$ cat src/shared/rcs_pkg.sv
// Package with addresses, field layout and reset values of the sync register block.
package rcs_pkg;

  // ----------------------------------------------------------------------------
  // Widths
  // ----------------------------------------------------------------------------
  localparam int RCS_ADDR_W  = 16;  // Peripheral bus address width.
  localparam int RCS_DATA_W  = 8;   // Peripheral bus data width.
  localparam int RCS_ALARM_W = 6;   // Alarm bits exchanged with the partner.

  // ----------------------------------------------------------------------------
  // Register addresses
  // ----------------------------------------------------------------------------
  localparam logic [15:0] RCS_ADDR_PAIR_STATE = 16'h8FD0;  // Pair state.
  localparam logic [15:0] RCS_ADDR_MAILBOX    = 16'h8FD1;  // Mailbox in/out.
  localparam logic [15:0] RCS_ADDR_BK_BEGIN   = 16'h8FD2;  // Backup begin.
  localparam logic [15:0] RCS_ADDR_BK_END     = 16'h8FD3;  // Backup end.
  localparam logic [15:0] RCS_ADDR_CPU_ID     = 16'h4FD1;  // CPU identity.

  // ----------------------------------------------------------------------------
  // Field positions and values
  // ----------------------------------------------------------------------------
  localparam int RCS_PS_CPU2_OFS   = 4;  // Second CPU nibble starts here.
  localparam int RCS_PS_MASTER_BIT = 0;  // Master bit inside a nibble.
  localparam int RCS_FAULT_BIT     = 7;  // Active-low fault flag in mailbox.
  localparam logic [7:0] RCS_ID_FIRST   = 8'h01;  // Identity of first CPU.
  localparam logic [7:0] RCS_ID_SECOND  = 8'h02;  // Identity of second CPU.
  localparam logic [7:0] RCS_PS_RST     = 8'h00;  // Pair state after reset.
  localparam logic [5:0] RCS_ALARM_RST  = 6'h00;  // Alarm bits after reset.

  // ----------------------------------------------------------------------------
  // Backup sequencer states
  // ----------------------------------------------------------------------------
  typedef enum logic [2:0] {
    RCS_BK_IDLE = 3'b001,  // No backup in progress.
    RCS_BK_WAIT = 3'b010,  // Updated CPU waits for the master to arrive.
    RCS_BK_RUN  = 3'b100   // Backup copying in progress.
  } rcs_bk_state_t;

endpackage : rcs_pkg

$ cat src/verilog/rcs_sync_regs.sv
// Register block of the CPU pair synchronisation module.
//
// Behaviour
// - Pair state write sets both CPU state nibbles.
// - Mailbox read returns partner alarm bits.
// - Alarm bits read zero when partner unpowered.
// - Mailbox write forwards alarm bits to partner.
// - Mailbox bit 7 low lights fault LED.
// - Write to backup begin starts backup.
// - Write to backup end stops backup.
// - Backup writes ignore their data value.
// - Identity read tells first or second CPU.
// - Identity read fires monitor, drops lock-step.
// - Synchronous diagnostics need both switches on.
// - Single-CPU diagnostic never reaches the partner.
// - Decode address with read and write strobes.
// - Updated CPU holds acknowledge until master arrives.
`timescale 1ns/1ps
module rcs_sync_regs
  import rcs_pkg::*;
(
  // Clock and reset
  input  wire logic                   i_clk_sys,
  input  wire logic                   i_rst_n,
  // Peripheral bus
  input  wire logic [RCS_ADDR_W-1:0]  i_addr,
  input  wire logic                   i_periph_address_range,
  input  wire logic                   i_periph_read_strobe_n,
  input  wire logic                   i_periph_write_strobe_n,
  input  wire logic [RCS_DATA_W-1:0]  i_data,
  output logic      [RCS_DATA_W-1:0]  o_data,
  output logic                        o_data_oe,
  output logic                        o_periph_ack_n,
  // Partner sync_module link
  input  wire logic [RCS_ALARM_W-1:0] i_partner_alarm_bits,
  input  wire logic                   i_partner_powered,
  input  wire logic                   i_partner_at_begin,
  output logic      [RCS_ALARM_W-1:0] o_alarm_bits,
  output logic                        o_at_begin,
  // Board straps and switches
  input  wire logic                   i_cpu_second,
  input  wire logic                   i_diag_switch_local,
  input  wire logic                   i_diag_switch_partner,
  // Diagnostic_interface requests
  input  wire logic                   i_diag_req,
  input  wire logic                   i_single_cpu_diag,
  // Status and indicators
  output logic      [RCS_DATA_W-1:0]  o_pair_state,
  output logic                        o_fault_led,
  output logic                        o_backup_active,
  output logic                        o_lockstep,
  output logic                        o_discrepancy,
  output logic                        o_diag_sync,
  output logic                        o_diag_fwd,
  output logic                        o_diag_local
);

  // ----------------------------------------------------------------------------
  // State
  // ----------------------------------------------------------------------------
  typedef struct packed {
    logic [RCS_DATA_W-1:0]  pair_state;   // Written pair state.
    logic [RCS_ALARM_W-1:0] alarm_out;    // Bits sent to the partner.
    logic                   fault_led;    // Own-CPU fault indicator.
    rcs_bk_state_t          bk;           // Backup sequencer.
    logic                   bk_active;    // Sequencer is out of idle.
    logic                   lockstep;     // CPUs run in step.
    logic                   discrepancy;  // Monitor trigger pulse.
    logic [RCS_DATA_W-1:0]  rdata;        // Read data driven to bus.
    logic                   data_oe;      // Bus drive enable.
    logic                   ack_n;        // Peripheral acknowledge.
    logic                   at_begin;     // Local access at backup begin.
    logic                   cpu_second;   // Sampled identity strap.
    logic                   diag_sync;    // Diagnostics reach both CPUs.
    logic                   diag_fwd;     // Request forwarded to partner.
    logic                   diag_local;   // Request applied locally.
  } rcs_main_t;

  rcs_main_t st_r;    // Registered state.
  rcs_main_t st_nxt;  // Next state.

  // ----------------------------------------------------------------------------
  // Strobe edges and partner bits
  // ----------------------------------------------------------------------------
  logic                   rd_fall;   // Read strobe has just gone low.
  logic                   wr_fall;   // Write strobe has just gone low.
  logic [RCS_ALARM_W-1:0] rx_bits;   // Power-gated partner alarm bits.

  // Read strobe edge.
  rcs_strobe_edge #(.W(1)) u_rd_edge (
    .i_clk_sys  (i_clk_sys),
    .i_rst_n    (i_rst_n),
    .i_strobe_n (i_periph_read_strobe_n),
    .o_fall     (rd_fall)
  );

  // Write strobe edge.
  rcs_strobe_edge #(.W(1)) u_wr_edge (
    .i_clk_sys  (i_clk_sys),
    .i_rst_n    (i_rst_n),
    .i_strobe_n (i_periph_write_strobe_n),
    .o_fall     (wr_fall)
  );

  // Incoming mailbox bits, zero while the partner has no power.
  rcs_alarm_rx #(.W(RCS_ALARM_W)) u_rx (
    .i_clk_sys (i_clk_sys),
    .i_rst_n   (i_rst_n),
    .i_bits    (i_partner_alarm_bits),
    .i_powered (i_partner_powered),
    .o_bits    (rx_bits)
  );

  // ----------------------------------------------------------------------------
  // Address decode
  // ----------------------------------------------------------------------------
  logic hit_ps;    // Pair state address.
  logic hit_mb;    // Mailbox address.
  logic hit_bb;    // Backup begin address.
  logic hit_be;    // Backup end address.
  logic hit_id;    // Identity address.
  logic hit_any;   // Any address of this block.
  logic rd_act;    // Read access in progress.
  logic wr_act;    // Write access in progress.
  logic rd_ev;     // First cycle of a read.
  logic wr_ev;     // First cycle of a write.
  logic loc_mst;   // Local CPU is flagged master.

  // Only the range select plus an exact address match claims an access.
  assign hit_ps  = i_periph_address_range && (i_addr == RCS_ADDR_PAIR_STATE);
  assign hit_mb  = i_periph_address_range && (i_addr == RCS_ADDR_MAILBOX);
  assign hit_bb  = i_periph_address_range && (i_addr == RCS_ADDR_BK_BEGIN);
  assign hit_be  = i_periph_address_range && (i_addr == RCS_ADDR_BK_END);
  assign hit_id  = i_periph_address_range && (i_addr == RCS_ADDR_CPU_ID);
  assign hit_any = hit_ps | hit_mb | hit_bb | hit_be | hit_id;
  assign rd_act  = hit_any & ~i_periph_read_strobe_n;
  assign wr_act  = hit_any & ~i_periph_write_strobe_n;
  assign rd_ev   = hit_any & rd_fall;
  assign wr_ev   = hit_any & wr_fall;

  // Master bit of the local CPU's own nibble.
  assign loc_mst = st_r.cpu_second ? st_r.pair_state[RCS_PS_CPU2_OFS + RCS_PS_MASTER_BIT]
                                   : st_r.pair_state[RCS_PS_MASTER_BIT];

  // ----------------------------------------------------------------------------
  // Next-state logic
  // ----------------------------------------------------------------------------
  always_comb begin
    st_nxt             = st_r;
    st_nxt.discrepancy = 1'b0;
    st_nxt.cpu_second  = i_cpu_second;

    // Pair state write takes all eight bits as given.
    if (wr_ev && hit_ps) begin
      st_nxt.pair_state = i_data;
    end

    // Mailbox write: bit 6 is dropped, bit 7 is an active-low fault flag.
    if (wr_ev && hit_mb) begin
      st_nxt.alarm_out = i_data[RCS_ALARM_W-1:0];
      st_nxt.fault_led = ~i_data[RCS_FAULT_BIT];
    end

    // Backup sequencer; the data bus is never looked at here.
    case (st_r.bk)
      RCS_BK_IDLE: begin
        if (wr_ev && hit_bb) begin
          // The master has nothing to wait for; the updated CPU stalls.
          st_nxt.bk = loc_mst ? RCS_BK_RUN : RCS_BK_WAIT;
        end
      end
      RCS_BK_WAIT: begin
        if (i_partner_at_begin) begin
          st_nxt.bk = RCS_BK_RUN;
        end
      end
      RCS_BK_RUN: begin
        if (wr_ev && hit_be) begin
          st_nxt.bk       = RCS_BK_IDLE;
          st_nxt.lockstep = 1'b1;
        end
      end
      default: begin
        st_nxt.bk = RCS_BK_IDLE;
      end
    endcase
    // Registered copy, so the backup indicator comes straight from a flop.
    st_nxt.bk_active = (st_nxt.bk != RCS_BK_IDLE);

    // Identity read fires the discrepancy monitor and ends lock-step.
    if (rd_ev && hit_id) begin
      st_nxt.discrepancy = 1'b1;
      st_nxt.lockstep    = 1'b0;
    end

    // Read data follows the address while the read strobe is low.
    st_nxt.data_oe = rd_act;
    if (!rd_act) begin
      st_nxt.rdata = '0;
    end else if (hit_ps) begin
      st_nxt.rdata = st_r.pair_state;
    end else if (hit_mb) begin
      st_nxt.rdata = RCS_DATA_W'(rx_bits);
    end else if (hit_id) begin
      st_nxt.rdata = st_r.cpu_second ? RCS_ID_SECOND : RCS_ID_FIRST;
    end else begin
      st_nxt.rdata = '0;
    end

    // Acknowledge any claimed access, except while waiting for the master.
    st_nxt.ack_n    = ~(rd_act | wr_act) | (st_nxt.bk == RCS_BK_WAIT);
    st_nxt.at_begin = wr_act & hit_bb;

    // Differing switches leave diagnostics local only.
    st_nxt.diag_sync  = st_r.lockstep & i_diag_switch_local
                        & i_diag_switch_partner;
    // The single-CPU function is never passed on.
    st_nxt.diag_fwd   = st_nxt.diag_sync & i_diag_req & ~i_single_cpu_diag;
    st_nxt.diag_local = i_diag_req;
  end

  // ----------------------------------------------------------------------------
  // State register
  // ----------------------------------------------------------------------------
  // Reset loads constants only; the strap is sampled on the following edges.
  always_ff @(posedge i_clk_sys) begin
    if (!i_rst_n) begin
      st_r            <= '0;
      st_r.pair_state <= RCS_PS_RST;
      st_r.alarm_out  <= RCS_ALARM_RST;
      st_r.bk         <= RCS_BK_IDLE;
      st_r.ack_n      <= 1'b1;
    end else begin
      st_r <= st_nxt;
    end
  end

  // ----------------------------------------------------------------------------
  // Outputs
  // ----------------------------------------------------------------------------
  assign o_data          = st_r.rdata;
  assign o_data_oe       = st_r.data_oe;
  assign o_periph_ack_n  = st_r.ack_n;
  assign o_alarm_bits    = st_r.alarm_out;
  assign o_at_begin      = st_r.at_begin;
  assign o_pair_state    = st_r.pair_state;
  assign o_fault_led     = st_r.fault_led;
  assign o_backup_active = st_r.bk_active;
  assign o_lockstep      = st_r.lockstep;
  assign o_discrepancy   = st_r.discrepancy;
  assign o_diag_sync     = st_r.diag_sync;
  assign o_diag_fwd      = st_r.diag_fwd;
  assign o_diag_local    = st_r.diag_local;
endmodule : rcs_sync_regs

$ cat src/verilog/rcs_strobe_edge.sv
// Falling-edge detector for active-low bus strobes.
`timescale 1ns/1ps
module rcs_strobe_edge
  import rcs_pkg::*;
#(
  parameter int W = 1  // Number of strobes watched.
) (
  // Clock and reset
  input  wire logic         i_clk_sys,
  input  wire logic         i_rst_n,
  // Strobes
  input  wire logic [W-1:0] i_strobe_n,
  output logic      [W-1:0] o_fall
);

  // ----------------------------------------------------------------------------
  // State
  // ----------------------------------------------------------------------------
  typedef struct packed {
    logic [W-1:0] prev;  // Strobe level one cycle ago.
  } rcs_edge_t;

  rcs_edge_t st_r;   // Registered state.
  rcs_edge_t st_nxt; // Next state.

  // Remember the level; idle strobes are high, so reset to ones.
  always_comb begin
    st_nxt      = st_r;
    st_nxt.prev = i_strobe_n;
  end

  always_ff @(posedge i_clk_sys) begin
    if (!i_rst_n) begin
      st_r.prev <= '1;
    end else begin
      st_r <= st_nxt;
    end
  end

  // One pulse per access, however long the strobe is held low.
  assign o_fall = st_r.prev & ~i_strobe_n;
endmodule : rcs_strobe_edge

$ cat src/verilog/rcs_alarm_rx.sv
// Receiver of partner alarm bits with power gating.
`timescale 1ns/1ps
module rcs_alarm_rx
  import rcs_pkg::*;
#(
  parameter int W = RCS_ALARM_W  // Alarm bit count.
) (
  // Clock and reset
  input  wire logic         i_clk_sys,
  input  wire logic         i_rst_n,
  // Partner side
  input  wire logic [W-1:0] i_bits,
  input  wire logic         i_powered,
  // Local side
  output logic      [W-1:0] o_bits
);

  // ----------------------------------------------------------------------------
  // State
  // ----------------------------------------------------------------------------
  typedef struct packed {
    logic [W-1:0] bits;  // Gated copy of the partner bits.
  } rcs_rx_t;

  rcs_rx_t st_r;   // Registered state.
  rcs_rx_t st_nxt; // Next state.

  // A dead partner may leave its drivers floating at any level, so the
  // bits are forced low instead of trusting the last value seen.
  always_comb begin
    st_nxt = st_r;
    if (i_powered) begin
      st_nxt.bits = i_bits;
    end else begin
      st_nxt.bits = '0;
    end
  end

  always_ff @(posedge i_clk_sys) begin
    if (!i_rst_n) begin
      st_r.bits <= '0;
    end else begin
      st_r <= st_nxt;
    end
  end

  assign o_bits = st_r.bits;
endmodule : rcs_alarm_rx

$ cat config.mk
export PLATFORM = sky130hd
export DESIGN_NAME = rcs_sync_regs
export DESIGN_NICKNAME = d
export VERILOG_FILES = /design/src/shared/rcs_pkg.sv /design/src/verilog/rcs_sync_regs.sv /design/src/verilog/rcs_strobe_edge.sv /design/src/verilog/rcs_alarm_rx.sv
export SDC_FILE = /design/constraint.sdc
export NUM_CORES = 1
export LEC_CHECK = 0
export BUFFER_PORTS_ARGS = -buffer_cell sky130_fd_sc_hd__buf_4
export CORE_MARGIN = 1
export CORE_UTILIZATION = 50
export CTS_BUF_LIST = sky130_fd_sc_hd__clkbuf_8
export DETAILED_ROUTE_END_ITERATION = 8
export PLACE_DENSITY = 0.81
export SYNTH_ARGS = -nofsm -noshare
export SYNTH_HDL_FRONTEND = slang
export SYNTH_SLANG_ARGS = --single-unit
$ cat constraint.sdc
create_clock -name i_clk_sys -period 2.8 [get_ports i_clk_sys]
set_input_delay 0.14 -clock i_clk_sys [delete_from_list [all_inputs] [get_ports i_clk_sys]]
set_output_delay 0.14 -clock i_clk_sys [all_outputs]
set_load 0.02 [all_outputs]
==> results of run 1 <==
synthesized netlist by cell type (all sizes together), types with 5 or more instances:
library cell	number
a21oi	17
mux2i	5
nor2	10
and3	6
o21ai	15
nand2	5
clkbuf	8
buf	24
nand4	17
dfxtp	44
nor3b	6
through the flow:
stage | hold slack [ns] | setup WS (ns) | total power [uW] | utilization
2_1_floorplan | 0.216 | 1.46 | 685 | -
4_1_cts | 0.0479 | 1.36 | 1130 | 0.668
3_3_place_gp | 0.305 | 1.10 | 743 | 0.641
3_5_place_dp | 0.305 | 1.05 | 744 | 0.641
5_1_grt | 0.0508 | 1.27 | 1170 | 0.668
6_report | 0.0460 | 1.36 | 1120 | 0.668
cell type report:
| cell class | instances | area (sq um) | share of cell area |
|---|---|---|---|
| flip-flops and latches | 44 | 881 | 0.358 |
| clock inverters | 3 | 18.8 | 0.00762 |
| well taps | 48 | 60.1 | 0.0244 |
| multi-input cells | 127 | 850 | 0.345 |
| clock buffers | 5 | 68.8 | 0.0279 |
| repair buffers | 76 | 573 | 0.233 |
| inverters | 3 | 11.3 | 0.00457 |
flip-flops by register name (all words and copies together), names as in the netlist, 4 cells and up:
register,count
o_alarm_bits,6
o_data,8
o_pair_state,8
st_r,4
u_rx.o_bits,6
per-layer routing:
metal  GRT usage  part of all wire  vias to the layer above
li1            -                 -                      837
met1       0.260              0.44                      770
met2       0.363              0.48                       60
met3      0.0482             0.057                        9
met4      0.0750             0.016                        0
met5           0                 0                        -
power by group:
| group | internal (uW) | switching [uW] |
|---|---|---|
| logic | 54.1 | 42.7 |
| clock network | 174 | 217 |
| registers | 632 | 2.34 |
timing repair:
item / 4_1_cts / 5_1_grt
endpoints found under the setup margin: 0 / 0
hold endpoints to repair: 1 / 0
hold buffers: 1 / 0
worst max-delay path, delay by kind of cell:
kind	cells	cell delay (ns)
and+or+nand+nor	4	1.41
buffers and inverters	1	0.10
how the worst min path moves through the flow:
stage	start	to
floorplan	i_single_cpu_diag	o_diag_fwd$_SDFF_PN0_
global placement	i_single_cpu_diag	o_diag_fwd$_SDFF_PN0_
detailed placement	i_single_cpu_diag	o_diag_fwd$_SDFF_PN0_
CTS	i_cpu_second	st_r[3]$_SDFF_PN0_
global route	i_cpu_second	st_r[3]$_SDFF_PN0_
finish	i_cpu_second	st_r[3]$_SDFF_PN0_
kinds of logic after synthesis:
group                  after synthesis
flip-flops                          44
buffers and inverters               35
AO/OA/AOI/OAI                       42
AND/OR/NAND/NOR                     80
multiplexers                         5
==> flow_summary.yaml, run 1 <==
run_status:
  status: "finished clean"
synth:
  yosys.cell_types.count: 39
  yosys.area_share.simple: 0.283
  muxShareOfSynthArea: 0.0257
  synth_area_leader_cell: "dfxtp_1"
  syn_inst: 206
  ys.flop_type: "dfxtp_1"
  synth_top_area_share: 0.452
  synth_xor_area_frac: 0
  syn_nets: 248
  yosysWarningCount: 0
  netlist_area_sq_um: 1950
  synthAdderAreaFrac: 0
  synth_edf_count: 0
  synthTopCellsByArea: "dfxtp_1 (45%), buf_4 (8.5%), nand4_1 (5.1%)"
  synth_compound_area_frac: 0.127
  synthArstFlopShare: 0
  seq_area_frac_synth: 0.452
  syn_avg_cell_area_sq_um: 9.45
  synth_top_family_by_area: "simple AND/OR/NAND/NOR gates"
  ys_seq_elements: 44
sta:
  max_freq_ghz: 0.695
  period_share: 0.514
  slew_headroom: 0.682
  worst_slew_pin_slew_ns: 0.476
  hold_viol: 0
  fin_skew_ns: 0.00985
  rsz0062_at_grt: "false"
  layout_min_cycle_time_ns: 1.44
  slew_violations: 0
  finalSetupViolCount: 0
  tns_ns: 0
die:
  initial_core_util: 0.528
  ios: 74
  coreArea_sq_um: 3690
  die_h_um: 64.4
  fp.dieArea_sq_um: 4150
  die_w_um: 64.4
  fp-row-count: 22
critical_path:
  critPathKind: "input pin to flop"
  r2r_cells: 4
  slowest_stage: "or3_4"
  crit_path_cell_trace: "buf_4, and4bb_2, nand4_4, or3_4, nor4b_2"
  critPathMaxStageDelay_ns: 0.51
  start_kind: "input pin"
  crit_path_start: "i_addr[2]"
  worstPathRequired_ns: 3.02
  critPathCaptureType: "flop"
  rr_startpoint: "u_wr_edge.st_r$_SDFF_PN1_"
  crit_end: "o_data[6]$_SDFF_PN0_"
  crit_fanout: 25
  rrSetupSlack_ns: 1.45
  r2r_end: "o_fault_led$_SDFFE_PN0P_"
  arrival_ns: 1.66
clocking:
  clk_latency_ns: 0.30
  cts_setup_buffers: 0
  clk_pin_slew_ns: 0.09
  numCtsBuffers: 5
  cts_resized: 0
  clockBufferDepth: 2
  cts_sinks: 44
  h-tree-depth: 2
  cts_tree: "built"
  root_buffer: "clkbuf_8"
final_layout:
  drive_gt1_frac: 0.357
  layout_common_cells: "buf_4 (75), dfxtp_1 (44), a21oi_1 (17)"
  fin_nets: 299
  area_growth_pct: 26.5
  antenna_cells: 0
  layoutNonFillerInstCount: 306
  layout_commonest_cell: "buf_4"
  fill_cells: 304
  fin_area_sq_um: 2460
grt:
  grt_use_total: 0.213
  grt_max_degree: 26
  overflow: 0
  grt_antenna_before_repair: 0
  grt_first_pass_wirelength_mm: 6.77
  grt_pass1_vias: 1567
routing:
  drt_iter0_drc: 99
  viasPerCell: 5.48
  firstDrtPassIters: 4
  vias: 1676
  drtAntennaViolNets: 0
  drc_errors: 0
  drt-total-wl_mm: 4.10
  routedWlPerCell_um: 13.4
placement:
  place_congestion: 0.890
  port_buffers: 73
  placed_cells: 297
  hpwl_mm: 3.07
  dpl_cell_area_sq_um: 2360
pwr:
  powerDensity_nw_per_um2: 455
  ir_worst_vdd_uv: 370
  leakagePower_uw: 0.00104
hold_path:
  min_path_type: "input pin to flop"
  whs_path_depth: 2
job:
  cap_violations: 0
(Power assumes the default switching activity.)
==> inputs of run 2 (changes only) <==
--- a/config.mk
+++ b/config.mk
@@ -5,6 +5,7 @@
 export SDC_FILE = /design/constraint.sdc
 export NUM_CORES = 1
 export LEC_CHECK = 0
+export ABC_AREA = 1
 export BUFFER_PORTS_ARGS = -buffer_cell sky130_fd_sc_hd__buf_4
 export CORE_MARGIN = 1
 export CORE_UTILIZATION = 50
==> constraint.sdc (replaced) <==
create_clock -name i_clk_sys -period 1.5 [get_ports i_clk_sys]
set_input_delay 0.075 -clock i_clk_sys [delete_from_list [all_inputs] [get_ports i_clk_sys]]
set_output_delay 0.075 -clock i_clk_sys [all_outputs]
set_load 0.02 [all_outputs]
==> run 2 against run 1 <==
- global-route usage is 1.1 points lower
- cell area rose by 4.0%
- die area grew 0.68%
- count of clock-buffer cells in the layout is 1 higher
- largest power group unchanged
==> flow_summary.yaml, run 2 <==
run_status:
  status: "finished clean"
final_layout:
  fin_area_sq_um: 2560
  seqCellArea_sq_um: 881
  drive_gt1_frac: 0.331
  area_growth_pct: 30.6
  antenna_cells: 0
  layout_commonest_cell: "buf_4"
  fill_cells: 322
  multi_input_area_sq_um: 728
  layout_common_cells: "buf_4 (75), nor2_1 (62), dfxtp_1 (44)"
  fin_nets: 370
synth:
  ys_seq_elements: 44
  ys.flop_type: "dfxtp_1"
  syn_avg_cell_area_sq_um: 7.40
  syn_nets: 307
  netlist_area_sq_um: 1960
  synthTopCellsByArea: "dfxtp_1 (45%), nor2_1 (12%), buf_4 (8.8%)"
  seq_area_frac_synth: 0.449
  synth_top_area_share: 0.449
  synth_area_leader_cell: "dfxtp_1"
  synth_common_cells: "nor2_1 (62), dfxtp_1 (44), nand2_1 (38), inv_1 (33), buf_4 (23)"
  yosys.cell_types.count: 26
  yosysWarningCount: 0
  synth_most_common_cell: "nor2_1"
  synth_edf_count: 0
  syn_inst: 265
  synthArstFlopShare: 0
clocking:
  clk_latency_ns: 0.29
  cts_resized: 0
  root_buffer: "clkbuf_8"
  clk_pin_slew_ns: 0.08
  h-tree-depth: 2
  cts_sinks: 44
  cts_setup_buffers: 0
  cts_tree: "built"
  numCtsBuffers: 5
  clockBufferDepth: 2
sta:
  worst_slew_pin_slew_ns: 0.376
  slew_headroom: 0.748
  tns_ns: 0
  fin_skew_ns: 0.00796
  layout_min_cycle_time_ns: 1.37
  fin_ws_ns: 0.128
  rsz0062_at_grt: "false"
  slew_violations: 0
  hold_viol: 0
  max_freq_ghz: 0.729
  finalSetupViolCount: 0
  period_share: 0.915
grt:
  grt_use_total: 0.202
  grt_max_degree: 26
  overflow: 0
  grt_first_pass_wirelength_mm: 6.56
  grt_antenna_before_repair: 0
  grt_pass1_vias: 1576
routing:
  firstDrtPassIters: 4
  routedWlPerCell_um: 10.1
  viasPerCell: 4.43
  drc_errors: 0
  drt-total-wl_mm: 3.80
  vias: 1670
  drtAntennaViolNets: 0
  drt_iter0_drc: 90
pwr:
  powerDensity_nw_per_um2: 813
  ir_worst_vdd_uv: 558
  clkPwrFrac: 0.355
  leakagePower_uw: 0.00137
  seqPwrFrac: 0.569
  combPwrFrac: 0.076
  p_sw_frac: 0.211
  p_switching_uw: 439
  internal-power_uw: 1640
hold_path:
  min_path_type: "input pin to flop"
placement:
  port_buffers: 73
  dpl_cell_area_sq_um: 2390
  place_congestion: 0.808
  place_ws_ns: 0.00760
  hpwl_mm: 2.85
critical_path:
  crit_path_cell_trace: "dlygate4sd3_1, buf_4, nor2_1, nand2_4, nor2_8, inv_2, nor2_1, nor2_1"
  path_buf_inv: 3
  critPathCaptureType: "flop"
  arrival_ns: 1.56
  start_kind: "input pin"
  cp_top_family: "buffers and inverters"
  critPathMaxStageDelay_ns: 0.54
  worstPathRequired_ns: 1.69
  crit_top_cell: "nor2_1"
  slowest_stage: "dlygate4sd3_1"
  critPathKind: "input pin to flop"
  crit_fanout: 9
die:
  die_h_um: 64.6
  coreArea_sq_um: 3720
  die_w_um: 64.6
  fp.dieArea_sq_um: 4180
  ios: 74
  fp-row-count: 22
  initial_core_util: 0.528
job:
  cap_violations: 0
## run 2: changes by cell type after synthesis, sizes merged, moves of 5 or more
| cell | before | now |
|---|---|---|
| nand2 | 5 | 45 |
| a21oi | 17 | 1 |
| clkbuf | 8 | 2 |
| and3 | 6 | 0 |
| nor2 | 10 | 70 |
| inv | 2 | 40 |
| nand4 | 17 | 1 |
| nor3b | 6 | 0 |
| a211oi | 0 | 5 |
| nand3 | 4 | 13 |
## run 2: cell type report
cell class / instances / area share
sequential: 44 / 0.344
clock inverter: 2 / 0.00391
multi-input combinational: 153 / 0.284
timing repair buffer: 83 / 0.251
inverter: 41 / 0.0606
tap: 48 / 0.0235
clock buffer: 6 / 0.0323
## run 2: kinds of logic after synthesis
logic type      after synthesis  synth area share
flops                        44             0.449
simple gates                135             0.317
buf+inv                      68             0.179
compound gates               17            0.0498
mux                           1           0.00511
## run 2: final timing paths
check                             from                           end  slack [ns]  depth (start not counted)
max            i_periph_write_strobe_n  o_pair_state[5]$_SDFFE_PN0P_        0.13                          8
min            i_partner_alarm_bits[3]     u_rx.o_bits[3]$_SDFF_PN0_       0.009                          3
max reg2reg        st_r[18]$_SDFF_PN1_           st_r[19]$_SDFF_PN0_        0.23                          8
min reg2reg  u_rx.o_bits[2]$_SDFF_PN0_          o_data[2]$_SDFF_PN0_        0.46                          2
## run 2: power by group through the flow
| stage | Combinational [uW] | Clock, uW | Sequential [uW] |
|---|---|---|---|
| floorplan | 43.2 | 0 | 1210 |
| CTS | 158 | 756 | 1180 |
| detailed placement | 142 | 0 | 1210 |
| global placement | 139 | 0 | 1210 |
| finish | 158 | 739 | 1180 |
| global route | 175 | 819 | 1180 |
## run 2: tightest hold or removal path: cells and delay by family
family / cells / cell delay [ns]
buffers and inverters: 2 / 0.10
AND/OR/NAND/NOR: 1 / 0.08
## run 2: per-stage QoR
stage	hold WS [ns]	total power (uW)	instances	util
floorplan	0.154	1250	265	-
global placement	0.243	1350	361	0.642
detailed placement	0.245	1350	361	0.642
CTS	0.00384	2100	377	0.689
global route	0.0132	2180	377	0.689
finish	0.00893	2080	377	0.689
## run 2: routing by layer
layer / track usage / vias to the layer above / routed length, um
li1: - / 906 / -
met1: 0.251 / 713 / 1750
met2: 0.341 / 49 / 1810
met3: 0.0423 / 2 / 209
met4: 0.0778 / 0 / 29
met5: 0 / - / 0
## run 2: repair_timing
item	CTS	global route
hold buffers	8	0
hold endpoints to repair	8	0
setup endpoints to repair	0	0
==> inputs of run 3 (changes only) <==
--- a/config.mk
+++ b/config.mk
@@ -6,7 +6,8 @@
 export NUM_CORES = 1
 export LEC_CHECK = 0
 export ABC_AREA = 1
-export BUFFER_PORTS_ARGS = -buffer_cell sky130_fd_sc_hd__buf_4
+export BUFFER_PORTS_ARGS = -buffer_cell sky130_fd_sc_hd__buf_2
+export CORE_ASPECT_RATIO = 1.5
 export CORE_MARGIN = 1
 export CORE_UTILIZATION = 50
 export CTS_BUF_LIST = sky130_fd_sc_hd__clkbuf_8
==> run 3 against run 2 <==
- die area grew 0.12%
- worst setup slack gained 0.063 ns
- flip-flop and latch count is the same
- combinational power down 15%
- count of clock-buffer cells in the layout rose by 1
- clock skew decreased by 0.0040 ns
- non-clock buffer count grew 5
- critical endpoint is now o_pair_state[0]$_SDFFE_PN0P_
- highest routed layer unchanged
==> flow_summary.yaml, run 3 (same netlist as run 2, synthesis figures left out) <==
run_status:
  status: "finished clean"
sta:
  tns_ns: 0
  finalSetupViolCount: 0
  worst_slew_pin_slew_ns: 0.339
  rsz0062_at_grt: "false"
  period_share: 0.873
  layout_min_cycle_time_ns: 1.31
  slew_violations: 0
  fin_skew_ns: 0.00393
  slew_headroom: 0.773
  hold_viol: 0
  max_freq_ghz: 0.764
pwr:
  powerDensity_nw_per_um2: 938
  leakagePower_uw: 0.00137
  ir_worst_vdd_uv: 809
routing:
  drt_iter0_drc: 34
  routedWlPerCell_um: 10.4
  drc_errors: 0
  drt-total-wl_mm: 3.91
  drtAntennaViolNets: 0
  viasPerCell: 4.62
  vias: 1740
  firstDrtPassIters: 4
final_layout:
  area_growth_pct: 25.0
  layout_common_cells: "buf_2 (73), nor2_1 (62), dfxtp_1 (44)"
  layout_commonest_cell: "buf_2"
  fin_nets: 375
  drive_gt1_frac: 0.332
  antenna_cells: 0
  fill_cells: 345
  post-route-util: 0.659
placement:
  port_buffers: 73
  place_congestion: 0.832
  hpwl_mm: 3.02
critical_path:
  arrival_ns: 1.54
  start_kind: "input pin"
  critPathKind: "input pin to flop"
  crit_fanout: 5
  critPathCaptureType: "flop"
  worstPathRequired_ns: 1.73
clocking:
  clockBufferDepth: 2
  clk_latency_ns: 0.30
  clk_pin_slew_ns: 0.08
  cts_tree: "built"
  cts_resized: 0
  numCtsBuffers: 5
  root_buffer: "clkbuf_8"
  h-tree-depth: 2
  cts_sinks: 44
die:
  coreArea_sq_um: 3720
  fp.dieArea_sq_um: 4180
  initial_core_util: 0.528
  ios: 74
  fp-row-count: 27
  die_h_um: 78.7
  die_w_um: 53.1
hold_path:
  min_path_type: "input pin to flop"
grt:
  grt_use_total: 0.219
  grt_max_degree: 17
  grt_first_pass_wirelength_mm: 6.73
  grt_antenna_before_repair: 0
  overflow: 0
  grt_pass1_vias: 1648
job:
  cap_violations: 0
[run 3: where the power goes]
group | switching [uW] | internal (uW)
clock network | 392 | 587
registers | 4.01 | 1180
logic | 63.3 | 72.2
[run 3: metrics by stage]
stage                     cell area [sq um]  cells  worst slack [ns]  hold slack (ns)  total power, uW
after CTS                              2450    377             0.174           0.0137             2300
after detailed placement               2210    358            0.0176            0.253             1320
after floorplan                        1960    265             0.288            0.154             1250
after global placement                 2210    358             0.101            0.244             1320
final                                  2450    377             0.191           0.0108             2300
after global routing                   2450    377            0.0445           0.0136             2380
[run 3: area by class of cell]
class	instances	area (sq um)	share of cell area
Timing Repair Buffer	88	505	0.206
Multi-Input combinational cell	153	728	0.297
Tap cell	43	53.8	0.0220
Inverter	41	155	0.0633
Clock inverter	1	30.0	0.0123
Clock buffer	7	96.3	0.0393
Sequential cell	44	881	0.360
[run 3: routing by layer]
layer	wire length [um]	part of all wire	vias up	GRT usage
met3	232	0.059	5	0.0690
met5	0	0	-	0
met1	1560	0.40	763	0.235
li1	-	-	916	-
met4	61	0.016	0	0.0868
met2	2060	0.53	56	0.385
[run 3: timing repair]
item,4_1_cts,5_1_grt
setup endpoints to repair,0,0
hold endpoints to repair,11,0
hold buffers,11,0
setup buffers,0,0
[run 3: worst max-delay path, stage by stage]
cell and delay (ns):
dlygate4sd3_1 0.53, buf_2 0.12, nor2_1 0.26, nand2_4 0.13
nor2_8 0.13, buf_4 0.15, o21ai_1 0.06, nor2_1 0.10
[run 3: path summary, 6_finish.rpt]
kind	to	start	cells after the start	slack (ns)
max	o_pair_state[0]$_SDFFE_PN0P_	i_periph_write_strobe_n	8	0.19
min reg2reg	o_data[7]$_SDFF_PN0_	o_pair_state[7]$_SDFFE_PN0P_	2	0.46
max reg2reg	st_r[19]$_SDFF_PN0_	st_r[18]$_SDFF_PN1_	8	0.27
min	o_pair_state[6]$_SDFFE_PN0P_	i_data[6]	3	0.01
